==> config.mk <==
export PLATFORM = sky130hd
export DESIGN_NAME = prox_avg_hysteresis_filter
export DESIGN_NICKNAME = d
export VERILOG_FILES = /design/src/include/prox_filter_pkg.sv /design/src/logic/prox_avg_hysteresis_filter.sv /design/src/logic/prox_prev_store.sv
export SDC_FILE = /design/constraint.sdc
export NUM_CORES = 1
export LEC_CHECK = 0
export ABC_AREA = 1
export BUFFER_PORTS_ARGS = -buffer_cell sky130_fd_sc_hd__buf_2
export CAP_MARGIN = 15
export CELL_PAD_IN_SITES_DETAIL_PLACEMENT = 1
export CELL_PAD_IN_SITES_GLOBAL_PLACEMENT = 1
export CORE_UTILIZATION = 47
export DETAILED_ROUTE_END_ITERATION = 16
export GPL_ROUTABILITY_DRIVEN = 1
export PLACE_DENSITY_LB_ADDON = 0.1
export SKIP_LAST_GASP = 1
export SLEW_MARGIN = 20
export SYNTH_ARGS = -nofsm -noshare
export SYNTH_HDL_FRONTEND = slang
export SYNTH_HIERARCHICAL = 1
export SYNTH_SLANG_ARGS = --single-unit
==> constraint.sdc <==
create_clock -name CLK_SYS -period 11.6 [get_ports CLK_SYS]
set_input_delay 1.74 -clock CLK_SYS [delete_from_list [all_inputs] [get_ports CLK_SYS]]
set_output_delay 1.74 -clock CLK_SYS [all_outputs]
set_load 0.05 [all_outputs]
==> src/include/prox_filter_pkg.sv <==
// Overview of operation
// - averaging bit set reports mean of newest and previous sample, else newest
// - averaging works on offset-cancelled values only, after the cancellation stage
// - nonzero hysteresis field starts in peak mode, reporting highest count so far
// - in peak mode, sample below peak minus amount switches to baseline tracking
// - in baseline mode, sample above baseline plus amount switches to peak tracking
// - subtract the sixteen-bit host cancellation level from every raw measurement first
package prox_filter_pkg;

  // ----------------------------------------
  // register map
  // ----------------------------------------
  localparam logic [7:0] ADDR_CANCEL_LO  = 8'h1b;
  localparam logic [7:0] ADDR_CANCEL_HI  = 8'h1c;
  localparam logic [7:0] ADDR_FILTER_CFG = 8'h1d;

  localparam logic [7:0]  RST_FILTER_CFG = 8'h00;
  localparam logic [15:0] RST_CANCEL     = 16'h0000;
  localparam logic [15:0] RST_RESULT     = 16'h0000;

  // ----------------------------------------
  // field layout of prox_filter_config
  // ----------------------------------------
  localparam int AVG_ON_BIT    = 7;
  localparam int HYST_BAND_MSB = 6;

  // ----------------------------------------
  // hysteresis tracker states
  // ----------------------------------------
  typedef enum logic [1:0] {
    HY_BYPASS = 2'b00,
    HY_PEAK   = 2'b01,
    HY_BASE   = 2'b11
  } hyst_state_t;

endpackage

==> src/logic/prox_avg_hysteresis_filter.sv <==
`timescale 1ns/1ns
`default_nettype none
module prox_avg_hysteresis_filter
  import prox_filter_pkg::*;
(
  // clock and reset
  input  wire logic        CLK_SYS,
  input  wire logic        RSTN,
  // register port
  input  wire logic        REG_WR_EN,
  input  wire logic        REG_RD_EN,
  input  wire logic [7:0]  REG_ADDR,
  input  wire logic [7:0]  REG_WDATA,
  output var  logic [7:0]  REG_RDATA,
  // measurement front end
  input  wire logic        MEAS_VALID,
  input  wire logic [15:0] MEAS_RAW,
  // result
  output var  logic [15:0] PROX_RESULT_VALUE,
  output var  logic        RESULT_VALID,
  output var  logic        HYST_PEAK_MODE
);

  // ----------------------------------------
  // helpers
  // ----------------------------------------
  function automatic logic [15:0] sat_sub(input logic [15:0] a, input logic [15:0] b);
    sat_sub = (a > b) ? a - b : 16'h0000;
  endfunction

  function automatic logic [16:0] wide_add(input logic [15:0] a, input logic [15:0] b);
    wide_add = {1'b0, a} + {1'b0, b};
  endfunction

  // peak side: a peak below the band cannot drop out, so the subtraction never wraps
  function automatic logic fell_out(input logic [15:0] sample, input logic [15:0] hold, input logic [15:0] amt);
    fell_out = (hold >= amt) && (sample < hold - amt);
  endfunction

  // baseline side: the sum is one bit wider so a high baseline never wraps past the band
  function automatic logic rose_out(input logic [15:0] sample, input logic [15:0] hold, input logic [15:0] amt);
    rose_out = {1'b0, sample} > wide_add(hold, amt);
  endfunction

  // ----------------------------------------
  // register file
  // ----------------------------------------
  logic [7:0]  cfg_ff;
  logic [7:0]  nxt_cfg;
  logic [15:0] cancel_ff;
  logic [15:0] nxt_cancel;
  logic [7:0]  rdata_ff;
  logic [7:0]  nxt_rdata;
  logic        cfg_wr;

  // the cancel bytes are written one at a time; between the two writes a mixed level applies
  assign cfg_wr = REG_WR_EN && (REG_ADDR == ADDR_FILTER_CFG);

  always_comb begin
    nxt_cfg    = cfg_ff;
    nxt_cancel = cancel_ff;
    nxt_rdata  = rdata_ff;
    if (REG_WR_EN) begin
      case (REG_ADDR)
        ADDR_CANCEL_LO:  nxt_cancel[7:0]  = REG_WDATA;
        ADDR_CANCEL_HI:  nxt_cancel[15:8] = REG_WDATA;
        ADDR_FILTER_CFG: nxt_cfg          = REG_WDATA;
        default:         nxt_cfg          = cfg_ff;
      endcase
    end
    // read data is registered: it answers one cycle after the strobe and stands until the next read
    if (REG_RD_EN) begin
      case (REG_ADDR)
        ADDR_CANCEL_LO:  nxt_rdata = cancel_ff[7:0];
        ADDR_CANCEL_HI:  nxt_rdata = cancel_ff[15:8];
        ADDR_FILTER_CFG: nxt_rdata = cfg_ff;
        // unmapped addresses read as zero
        default:         nxt_rdata = 8'h00;
      endcase
    end
  end

  always_ff @(posedge CLK_SYS) begin
    if (!RSTN) begin
      cfg_ff    <= RST_FILTER_CFG;
      cancel_ff <= RST_CANCEL;
      rdata_ff  <= 8'h00;
    end else begin
      cfg_ff    <= nxt_cfg;
      cancel_ff <= nxt_cancel;
      rdata_ff  <= nxt_rdata;
    end
  end

  // ----------------------------------------
  // offset cancellation and averaging
  // ----------------------------------------
  logic        avg_on;
  logic [6:0]  hyst_band;
  logic [15:0] hyst_amount;
  logic [15:0] cancelled;
  logic [15:0] prev_sample;
  logic        prev_valid;
  logic [16:0] pair_sum;
  logic [15:0] smoothed;

  // fields are decoded straight from the stored byte, so a write takes effect on the next sample
  assign avg_on      = cfg_ff[AVG_ON_BIT];
  assign hyst_band   = cfg_ff[HYST_BAND_MSB:0];
  assign hyst_amount = {8'h00, hyst_band, 1'b0};

  // clamp at zero: a cancellation level above the raw count must not wrap
  assign cancelled = sat_sub(MEAS_RAW, cancel_ff);

  // history holds cancelled values, so averaging sits after cancellation
  prox_prev_store u_prev (
    .CLK_SYS    (CLK_SYS),
    .RSTN       (RSTN),
    .STORE_EN   (MEAS_VALID),
    .STORE_DATA (cancelled),
    .CLEAR      (cfg_wr),
    .PREV_DATA  (prev_sample),
    .PREV_VALID (prev_valid)
  );

  // the mean is floored: a pair one count apart reports the lower count
  assign pair_sum = wide_add(cancelled, prev_sample);
  // with no earlier sample yet, the newest one is reported alone
  assign smoothed = (avg_on && prev_valid) ? pair_sum[16:1] : cancelled;

  // ----------------------------------------
  // hysteresis tracker
  // ----------------------------------------
  hyst_state_t state_ff;
  hyst_state_t nxt_state;
  logic [15:0] hold_ff;
  logic [15:0] nxt_hold;
  logic        started_ff;
  logic        nxt_started;
  logic        valid_ff;
  logic        nxt_valid;
  logic        peak_ff;
  logic        nxt_peak;

  // started_ff marks that the tracker holds a real sample since the last restart
  always_comb begin
    nxt_state   = state_ff;
    nxt_hold    = hold_ff;
    nxt_started = started_ff;
    nxt_valid   = 1'b0;
    if (cfg_wr) begin
      // a new configuration restarts tracking in bypass; the next sample with a nonzero band enters peak mode
      // a sample on the same cycle is dropped; the restart takes its place
      nxt_state   = HY_BYPASS;
      nxt_started = 1'b0;
    end else if (MEAS_VALID) begin
      nxt_valid = 1'b1;
      if (hyst_band == 7'h00) begin
        nxt_state   = HY_BYPASS;
        nxt_hold    = smoothed;
        nxt_started = 1'b0;
      end else if (!started_ff) begin
        nxt_state   = HY_PEAK;
        nxt_hold    = smoothed;
        nxt_started = 1'b1;
      end else begin
        // strict compares: a sample right on the band edge keeps the current mode
        case (state_ff)
          HY_PEAK: begin
            if (fell_out(smoothed, hold_ff, hyst_amount)) begin
              nxt_state = HY_BASE;
              nxt_hold  = smoothed;
            end else if (smoothed > hold_ff) begin
              nxt_hold = smoothed;
            end
          end
          HY_BASE: begin
            if (rose_out(smoothed, hold_ff, hyst_amount)) begin
              nxt_state = HY_PEAK;
              nxt_hold  = smoothed;
            end else if (smoothed < hold_ff) begin
              nxt_hold = smoothed;
            end
          end
          // not reached along the usual path; recover as a fresh peak
          default: begin
            nxt_state = HY_PEAK;
            nxt_hold  = smoothed;
          end
        endcase
      end
    end
    // the mode flag comes from the next state so it changes together with the held value
    nxt_peak = (nxt_state == HY_PEAK);
  end

  always_ff @(posedge CLK_SYS) begin
    if (!RSTN) begin
      state_ff   <= HY_BYPASS;
      hold_ff    <= RST_RESULT;
      started_ff <= 1'b0;
      valid_ff   <= 1'b0;
      peak_ff    <= 1'b0;
    end else begin
      state_ff   <= nxt_state;
      hold_ff    <= nxt_hold;
      started_ff <= nxt_started;
      valid_ff   <= nxt_valid;
      peak_ff    <= nxt_peak;
    end
  end

  // ----------------------------------------
  // outputs, each straight from a flip-flop
  // ----------------------------------------
  assign REG_RDATA         = rdata_ff;
  assign PROX_RESULT_VALUE = hold_ff;
  assign RESULT_VALID      = valid_ff;
  assign HYST_PEAK_MODE    = peak_ff;

endmodule // prox_avg_hysteresis_filter
`default_nettype wire

==> src/logic/prox_prev_store.sv <==
`timescale 1ns/1ns
`default_nettype none
module prox_prev_store
  import prox_filter_pkg::*;
(
  // clock and reset
  input  wire logic        CLK_SYS,
  input  wire logic        RSTN,
  // store
  input  wire logic        STORE_EN,
  input  wire logic [15:0] STORE_DATA,
  input  wire logic        CLEAR,
  // read
  output var  logic [15:0] PREV_DATA,
  output var  logic        PREV_VALID
);

  logic [15:0] data_ff;
  logic [15:0] nxt_data;
  logic        valid_ff;
  logic        nxt_valid;

  always_comb begin
    nxt_data  = data_ff;
    nxt_valid = valid_ff;
    if (CLEAR) begin
      nxt_valid = 1'b0;
    end else if (STORE_EN) begin
      nxt_data  = STORE_DATA;
      nxt_valid = 1'b1;
    end
  end

  always_ff @(posedge CLK_SYS) begin
    if (!RSTN) begin
      data_ff  <= RST_RESULT;
      valid_ff <= 1'b0;
    end else begin
      data_ff  <= nxt_data;
      valid_ff <= nxt_valid;
    end
  end

  assign PREV_DATA  = data_ff;
  assign PREV_VALID = valid_ff;

endmodule // prox_prev_store
`default_nettype wire

Word level (Yosys, flattened, before mapping)
Index checks and enable logic that the tools add are counted.

ROM bits: 0. Memory bits (writable): 0. Output and inout bits: 26. Input port bits: 37. Register bits after elaboration: 70. Memories kept: 0. Latch bits: 0. Word-level logic and storage cells: 60.

Bitwise logic cells: 2. Shift-type cells: 0. Mux-type cells: 19. $mul: 0. Order comparisons: 6. Equal/unequal tests: 8. Div/mod/pow operators: 0. Reduce and logical (&&, ||, !) cells: 10. Add/subtract/negate cells: 4.

Operator list (number): two-way mux 16 bit (8); greater-than comparator 16 bit (2); less-than comparator 16 bit (2); case mux 16 bit (2 select lines) (1); == test 8 x 5 -> 1 bit (second input constant) (3); case mux 8 bit (3 select lines) (1); adder 16 x 16 -> 17 bit (1); adder 16 x 8 -> 17 bit (1); greater-than comparator 16 x 17 -> 1 bit (1); >= comparator 16 x 8 -> 1 bit (1); subtractor 16 bit (1); subtractor 16 x 8 -> 16 bit (1); two-way mux 2 bit (6); inequality test 5 bit (second input constant) (2); AND reduction 2 bit (4); logical NOT 7 bit (1); == test 2 x 1 -> 1 bit (second input constant) (2); case mux 2 bit (2 select lines) (1); AND reduction 4 bit (1); logical AND 1 bit (3); == test 2 bit (second input constant) (1); two-way mux 1 bit (2); inverter 1 bit (2); OR reduction 2 bit (1).

Depth between registers and ports, before layout
Depth in word-level cells: 13. Gate-level depth with buffers: 48. Gate-level depth less buffers: 46.

By module
Netlist, hierarchy kept.

By module, submodules not included: prox_avg_hysteresis_filter (times used 1, seq. area each 1061.0 sq um, area each 5898.2 sq um, cells each 899); prox_prev_store (times used 1, seq. area each 340.3 sq um, area each 744.5 sq um, cells each 108).

Least setup slack after synthesis
OpenSTA, ideal clock, no wires.

Kind: input to register. Start: input port MEAS_RAW[0]. End: register hold_ff[11] (netlist: PROX_RESULT_VALUE[11]). Slack: 4.675 ns. Library setup time: 0.114 ns. Arrival time: 6.811 ns. Cell stages on the path: 47. Path buffers: 2. Data required time: 11.486 ns. Cells stage by stage: inv_1 -> ha_1 -> inv_1 -> fa_1 -> nand2_1 -> nand2_1 -> nand3_1 -> nand2_1 -> nand2_1 -> nand2_2 -> nand2_2 -> buf_6 -> inv_8 -> nand2_1 -> nor2_1 -> ha_1 -> nand2_1 -> o31ai_1 -> [... 11 more ...] -> o21ai_0 -> nand2_1 -> inv_1 -> ha_1 -> nand2_1 -> nor2_1 -> a211oi_1 -> nor2_1 -> a2111o_1 -> a21oi_1 -> a41oi_1 -> nor2_1 -> a21oi_4 -> nand2_4 -> inv_4 -> buf_12 -> nor2_2 -> nor2_1.

Word-level cells in the longest chain between the ends: 10. Elaborated cells between the ends (all ways): 20. Classes of those cells: 2 x add/sub; 5 x order compare; 2 x eq/ne; 9 x mux; 2 x reduce/logical.

RTL lines: start, declared (line prox_avg_hysteresis_filter.sv:17) `input wire logic [15:0] MEAS_RAW,`; subtractor 16 bit or greater-than comparator 16 bit (tied branches) (line prox_avg_hysteresis_filter.sv:28) `sat_sub = (a > b) ? a - b : 16'h0000;`; two-way mux 16 bit (*) (line prox_avg_hysteresis_filter.sv:28); named net cancelled[3] (line prox_avg_hysteresis_filter.sv:101) `logic [15:0] cancelled;`; adder 16 x 16 -> 17 bit (line prox_avg_hysteresis_filter.sv:32) `wide_add = {1'b0, a} + {1'b0, b};`; two-way mux 16 bit (*) (line prox_avg_hysteresis_filter.sv:129) `assign smoothed = (avg_on && prev_valid) ? pair_sum[16:1] : cancelled;`; less-than comparator 16 bit (line prox_avg_hysteresis_filter.sv:37) `fell_out = (hold >= amt) && (sample < hold - amt);`; logical AND 1 bit (line prox_avg_hysteresis_filter.sv:37); two-way mux 16 bit (line prox_avg_hysteresis_filter.sv:170) `if (fell_out(smoothed, hold_ff, hyst_amount)) begin`; case mux 16 bit (2 select lines) (line prox_avg_hysteresis_filter.sv:168) `case (state_ff)`; two-way mux 16 bit (line prox_avg_hysteresis_filter.sv:162) `end else if (!started_ff) begin`; two-way mux 16 bit (line prox_avg_hysteresis_filter.sv:158) `if (hyst_band == 7'h00) begin`; end signal, assigned (line prox_avg_hysteresis_filter.sv:206) `hold_ff <= nxt_hold;`; end, declared (line prox_avg_hysteresis_filter.sv:136) `logic [15:0] hold_ff;`.

The timed path passes the listed nets; every way through them passes the cells marked *. The select of a mux whose other input is x is not followed. A chain may end at the register's enable or synchronous reset.

Worst setup path in the final report
Start: input port MEAS_RAW[0]. End: register hold_ff[10] (netlist: PROX_RESULT_VALUE[10]).

The elaborated chain is that of the path after synthesis.

==> out/results.ini <==
[run_status]
outcome=finished, final reports clean

[yosys]
synth-seq-area-share_pct=21.1
ys_types=54
postSynthRegisterBits=70
synth_top_cell_by_area=sky130_fd_sc_hd__dfxtp_1
synth-async-reset-ratio_pct=0
yosys_warnings=6
netlist_instances=1007
synth_fp_nets=1136
leading_cell_types_by_total_area_after_synthesis=sky130_fd_sc_hd__dfxtp_1, sky130_fd_sc_hd__ha_1, sky130_fd_sc_hd__nand2_1, sky130_fd_sc_hd__inv_1, sky130_fd_sc_hd__a21oi_1
synth.avg_cell_area_um2=6.60
synth_edf_count=0
synth_top_cell_area_share_pct=21.1
synthFlopType=sky130_fd_sc_hd__dfxtp_1
mappedNetlistArea_mm2=0.00664

[placement]
post-dp-hpwl_mm=17.2
place_congestion=0.898
port-buffer-count=62
dp_slack_ns=3.63

[sta]
min_period_ns=7.76
tightest_slew_ns=1.04
tns_setup_ns=0
maxClockFrequency_ghz=0.129
max_slew_violation_total_from_the_final_report=0
setup-violations-final=0
max-slew-margin-rel_pct=29.8
grt_setup_unrepaired=false
postLayoutSetupSlackWorst_ns=3.84
final_min_period_over_clock_period_pct=66.9
hold_viol=0
worst_clock_skew_ns=0.00540

[clock_tree]
cts-root-to-sink-buffers=2
hold_buffers=0
latest_clock_arrival_within_the_worst_skew_pair_ns=0.35
tritoncts.num_buffers=9
clkSinkCount=70
clock_slew_seen_by_the_registers_of_the_worst_setup_and_hold_paths_ns=0.06
cts_setup_buffers=0
root_buffer=sky130_fd_sc_hd__clkbuf_16
tritoncts=built
postCtsResizedCells=0
cts_max_level=3

[worst_setup_path]
end_kind=flop
cp_common_cell=sky130_fd_sc_hd__nand2_1
worst_path_dominant_cell_family=simple AND/OR/NAND/NOR gates
worst_setup_path_start_kind=input pin
rrSetupSlack_ns=4.92
cp.arrival_ns=8.00
crit_slowest_cell=sky130_fd_sc_hd__ha_1
critical_path_buf_inv_count=8
cp_data_required_time_ns=11.84
reg2reg_depth=44
timing.rr.end=PROX_RESULT_VALUE[10]$_SDFFE_PN0P_
type_of_the_setup_path_with_the_least_slack=in2reg
cp_slowest_stage_delay_ns=0.40
worstPathMaxFanout=13
r2r-start=cancel_ff[0]$_SDFFE_PN0P_

[grt]
largest_net_degree_at_the_start_of_global_routing=59
vias_in_the_first_global_route=6816
grt_util_all_layers_pct=30.3
grt_overflow_total=0
antenna_found_initial=0
grt_pass1_wl_mm=34.3

[detailed_routing]
route.detailed.drc=0
detail-route-antenna-nets=0
drt_pre_antenna_iters=5
ratio_of_routed_vias_to_standard_cells=5.51
detail_route.wl_per_cell_um=17.2
dr.first_iter.drc_count=249
postRouteWirelength_mm=21.4
route.vias.total=6844

[die]
fp-row-count=43
die_h_um=121
core_area_mm2=0.0138
initial_core_util_pct=48.0
design.portCount=63
horizontal_die_dimension_um=121
floorplan.die_area_mm2=0.0146

[hold_path]
worst_hold_startpoint=REG_RDATA[1]$_SDFFE_PN0P_
timing.hold.worst.class=reg2reg
timing.hold.worst_endpoint=REG_RDATA[1]$_SDFFE_PN0P_
holdPathStages=2

[job]
max_cap_violations=0

[layout]
antenna_cells=0
layout-drive-gt1-share_pct=11.2
design.final.nets=1186
area_delta_synth_final_pct=10.7

[pwr]
power_per_cell_area_mw_per_mm2=118
leakagePower_nw=3.58
max-vdd-ir-drop_v=0.0000617

-- worst max path at each step --
stage,end,cells past startpoint,from,slack (ns)
2_1_floorplan,PROX_RESULT_VALUE[11]$_SDFFE_PN0P_,47,MEAS_RAW[0],4.68
3_3_place_gp,PROX_RESULT_VALUE[10]$_SDFFE_PN0P_,46,MEAS_RAW[0],3.87
3_5_place_dp,PROX_RESULT_VALUE[8]$_SDFFE_PN0P_,46,MEAS_RAW[0],3.63
4_1_cts,PROX_RESULT_VALUE[8]$_SDFFE_PN0P_,46,MEAS_RAW[0],3.91
5_1_grt,PROX_RESULT_VALUE[10]$_SDFFE_PN0P_,46,MEAS_RAW[0],3.23
6_report,PROX_RESULT_VALUE[10]$_SDFFE_PN0P_,46,MEAS_RAW[0],3.84
-- per-stage QoR --
stage	power, mW	instances	hold slack, ns	cell area (um2)	utilization, %
after floorplan	0.489	1007	0.444	6640	-
after global placement	0.561	1226	0.458	7050	51.0
after detailed placement	0.571	1226	0.456	7050	51.0
after CTS	0.868	1242	0.466	7360	53.2
after global routing	0.918	1242	0.482	7360	53.2
final	0.865	1242	0.464	7360	53.2
-- synth_stat cells (5+ instances only) --
cell type                  count
sky130_fd_sc_hd__o21ai_0      75
sky130_fd_sc_hd__ha_1         88
sky130_fd_sc_hd__nand3b_1      5
sky130_fd_sc_hd__nand2_2       9
sky130_fd_sc_hd__nand3_1      54
sky130_fd_sc_hd__nand4_1      10
sky130_fd_sc_hd__clkbuf_1     14
sky130_fd_sc_hd__nor3_1       14
sky130_fd_sc_hd__dfxtp_1      70
sky130_fd_sc_hd__a31oi_1       5
sky130_fd_sc_hd__xnor2_1       7
sky130_fd_sc_hd__nand2_1     177
sky130_fd_sc_hd__o21a_1        5
sky130_fd_sc_hd__nor2_1      121
sky130_fd_sc_hd__buf_2         6
sky130_fd_sc_hd__o22ai_1       7
sky130_fd_sc_hd__nor4_1        8
sky130_fd_sc_hd__nor2_2       14
sky130_fd_sc_hd__inv_1       145
sky130_fd_sc_hd__xor2_1       28
sky130_fd_sc_hd__a21oi_1      92
-- per-layer routing --
layer,GRT usage [%],wire length (um),vias to the layer above
li1,-,-,3416
met1,38.2,9730,3274
met3,4.79,781,37
met5,0,0,-
met4,9.72,474,0
met2,52.4,10400,117
-- cell type report --
class	count	area, um2
multi-input cells	759	4510
clock buffers	11	253
flip-flops and latches	70	1400
inverters	152	581
clock inverters	5	57.6
repair buffers	65	333
well taps	180	225
fillers	1944	6470
-- registers in the layout, summed over array words and instances (netlist names) --
register and cells:
cfg_ff 8, REG_RDATA 8, state_ff 2, PROX_RESULT_VALUE 16
u_prev/PREV_VALID 1, u_prev/PREV_DATA 16, cancel_ff 16, RESULT_VALID 1
HYST_PEAK_MODE 1, started_ff 1
-- cells by family (layout without fill, tap and decap cells) --
kind of cell | Yosys count | count (layout) | synth area share (%)
AOI/OAI and AO/OA | 211 | 211 | 17.7
buffers and inverters | 178 | 233 | 11.1
DFF | 70 | 70 | 21.1
and+or+nand+nor | 421 | 421 | 27.7
adders and majority gates | 92 | 92 | 17.8
xor gates and xnor gates | 35 | 35 | 4.61
-- where the power goes --
| part | internal [mW] | leakage [nW] | total [mW] | switching (mW) |
|---|---|---|---|---|
| Clock | 0.178 | 0.144 | 0.296 | 0.118 |
| Combinational | 0.106 | 2.86 | 0.306 | 0.200 |
| Sequential | 0.250 | 0.572 | 0.262 | 0.0122 |
-- layout by cell type, fill, tap and decap left out, types with 4 or more instances in the layout --
cell                        count
sky130_fd_sc_hd__nand4_1       10
sky130_fd_sc_hd__a21oi_1       92
sky130_fd_sc_hd__inv_1        145
sky130_fd_sc_hd__nand3b_1       5
sky130_fd_sc_hd__buf_2         62
sky130_fd_sc_hd__nand3_1       54
sky130_fd_sc_hd__o21bai_1       4
sky130_fd_sc_hd__o22ai_1        7
sky130_fd_sc_hd__nor3_1        14
sky130_fd_sc_hd__nand2_2        9
sky130_fd_sc_hd__fa_1           4
sky130_fd_sc_hd__o21ai_0       75
sky130_fd_sc_hd__a31oi_1        5
sky130_fd_sc_hd__o21a_1         5
sky130_fd_sc_hd__xor2_1        28
sky130_fd_sc_hd__ha_1          88
sky130_fd_sc_hd__nor2_2        14
sky130_fd_sc_hd__clkbuf_16      9
sky130_fd_sc_hd__nor2_1       121
sky130_fd_sc_hd__nor4_1         8
sky130_fd_sc_hd__nand2_1      177
sky130_fd_sc_hd__dfxtp_1       70
sky130_fd_sc_hd__xnor2_1        7
-- worst register-to-register path: cells and delay by family, from the launching register on --
family / cells / cell delay, ns
simple gates: 24 / 2.46
flops: 1 / 0.41
compound gates: 10 / 1.96
fa+ha+maj: 4 / 1.28
buf+inv: 6 / 0.47
Note: power is estimated with default switching activity, not from simulation.
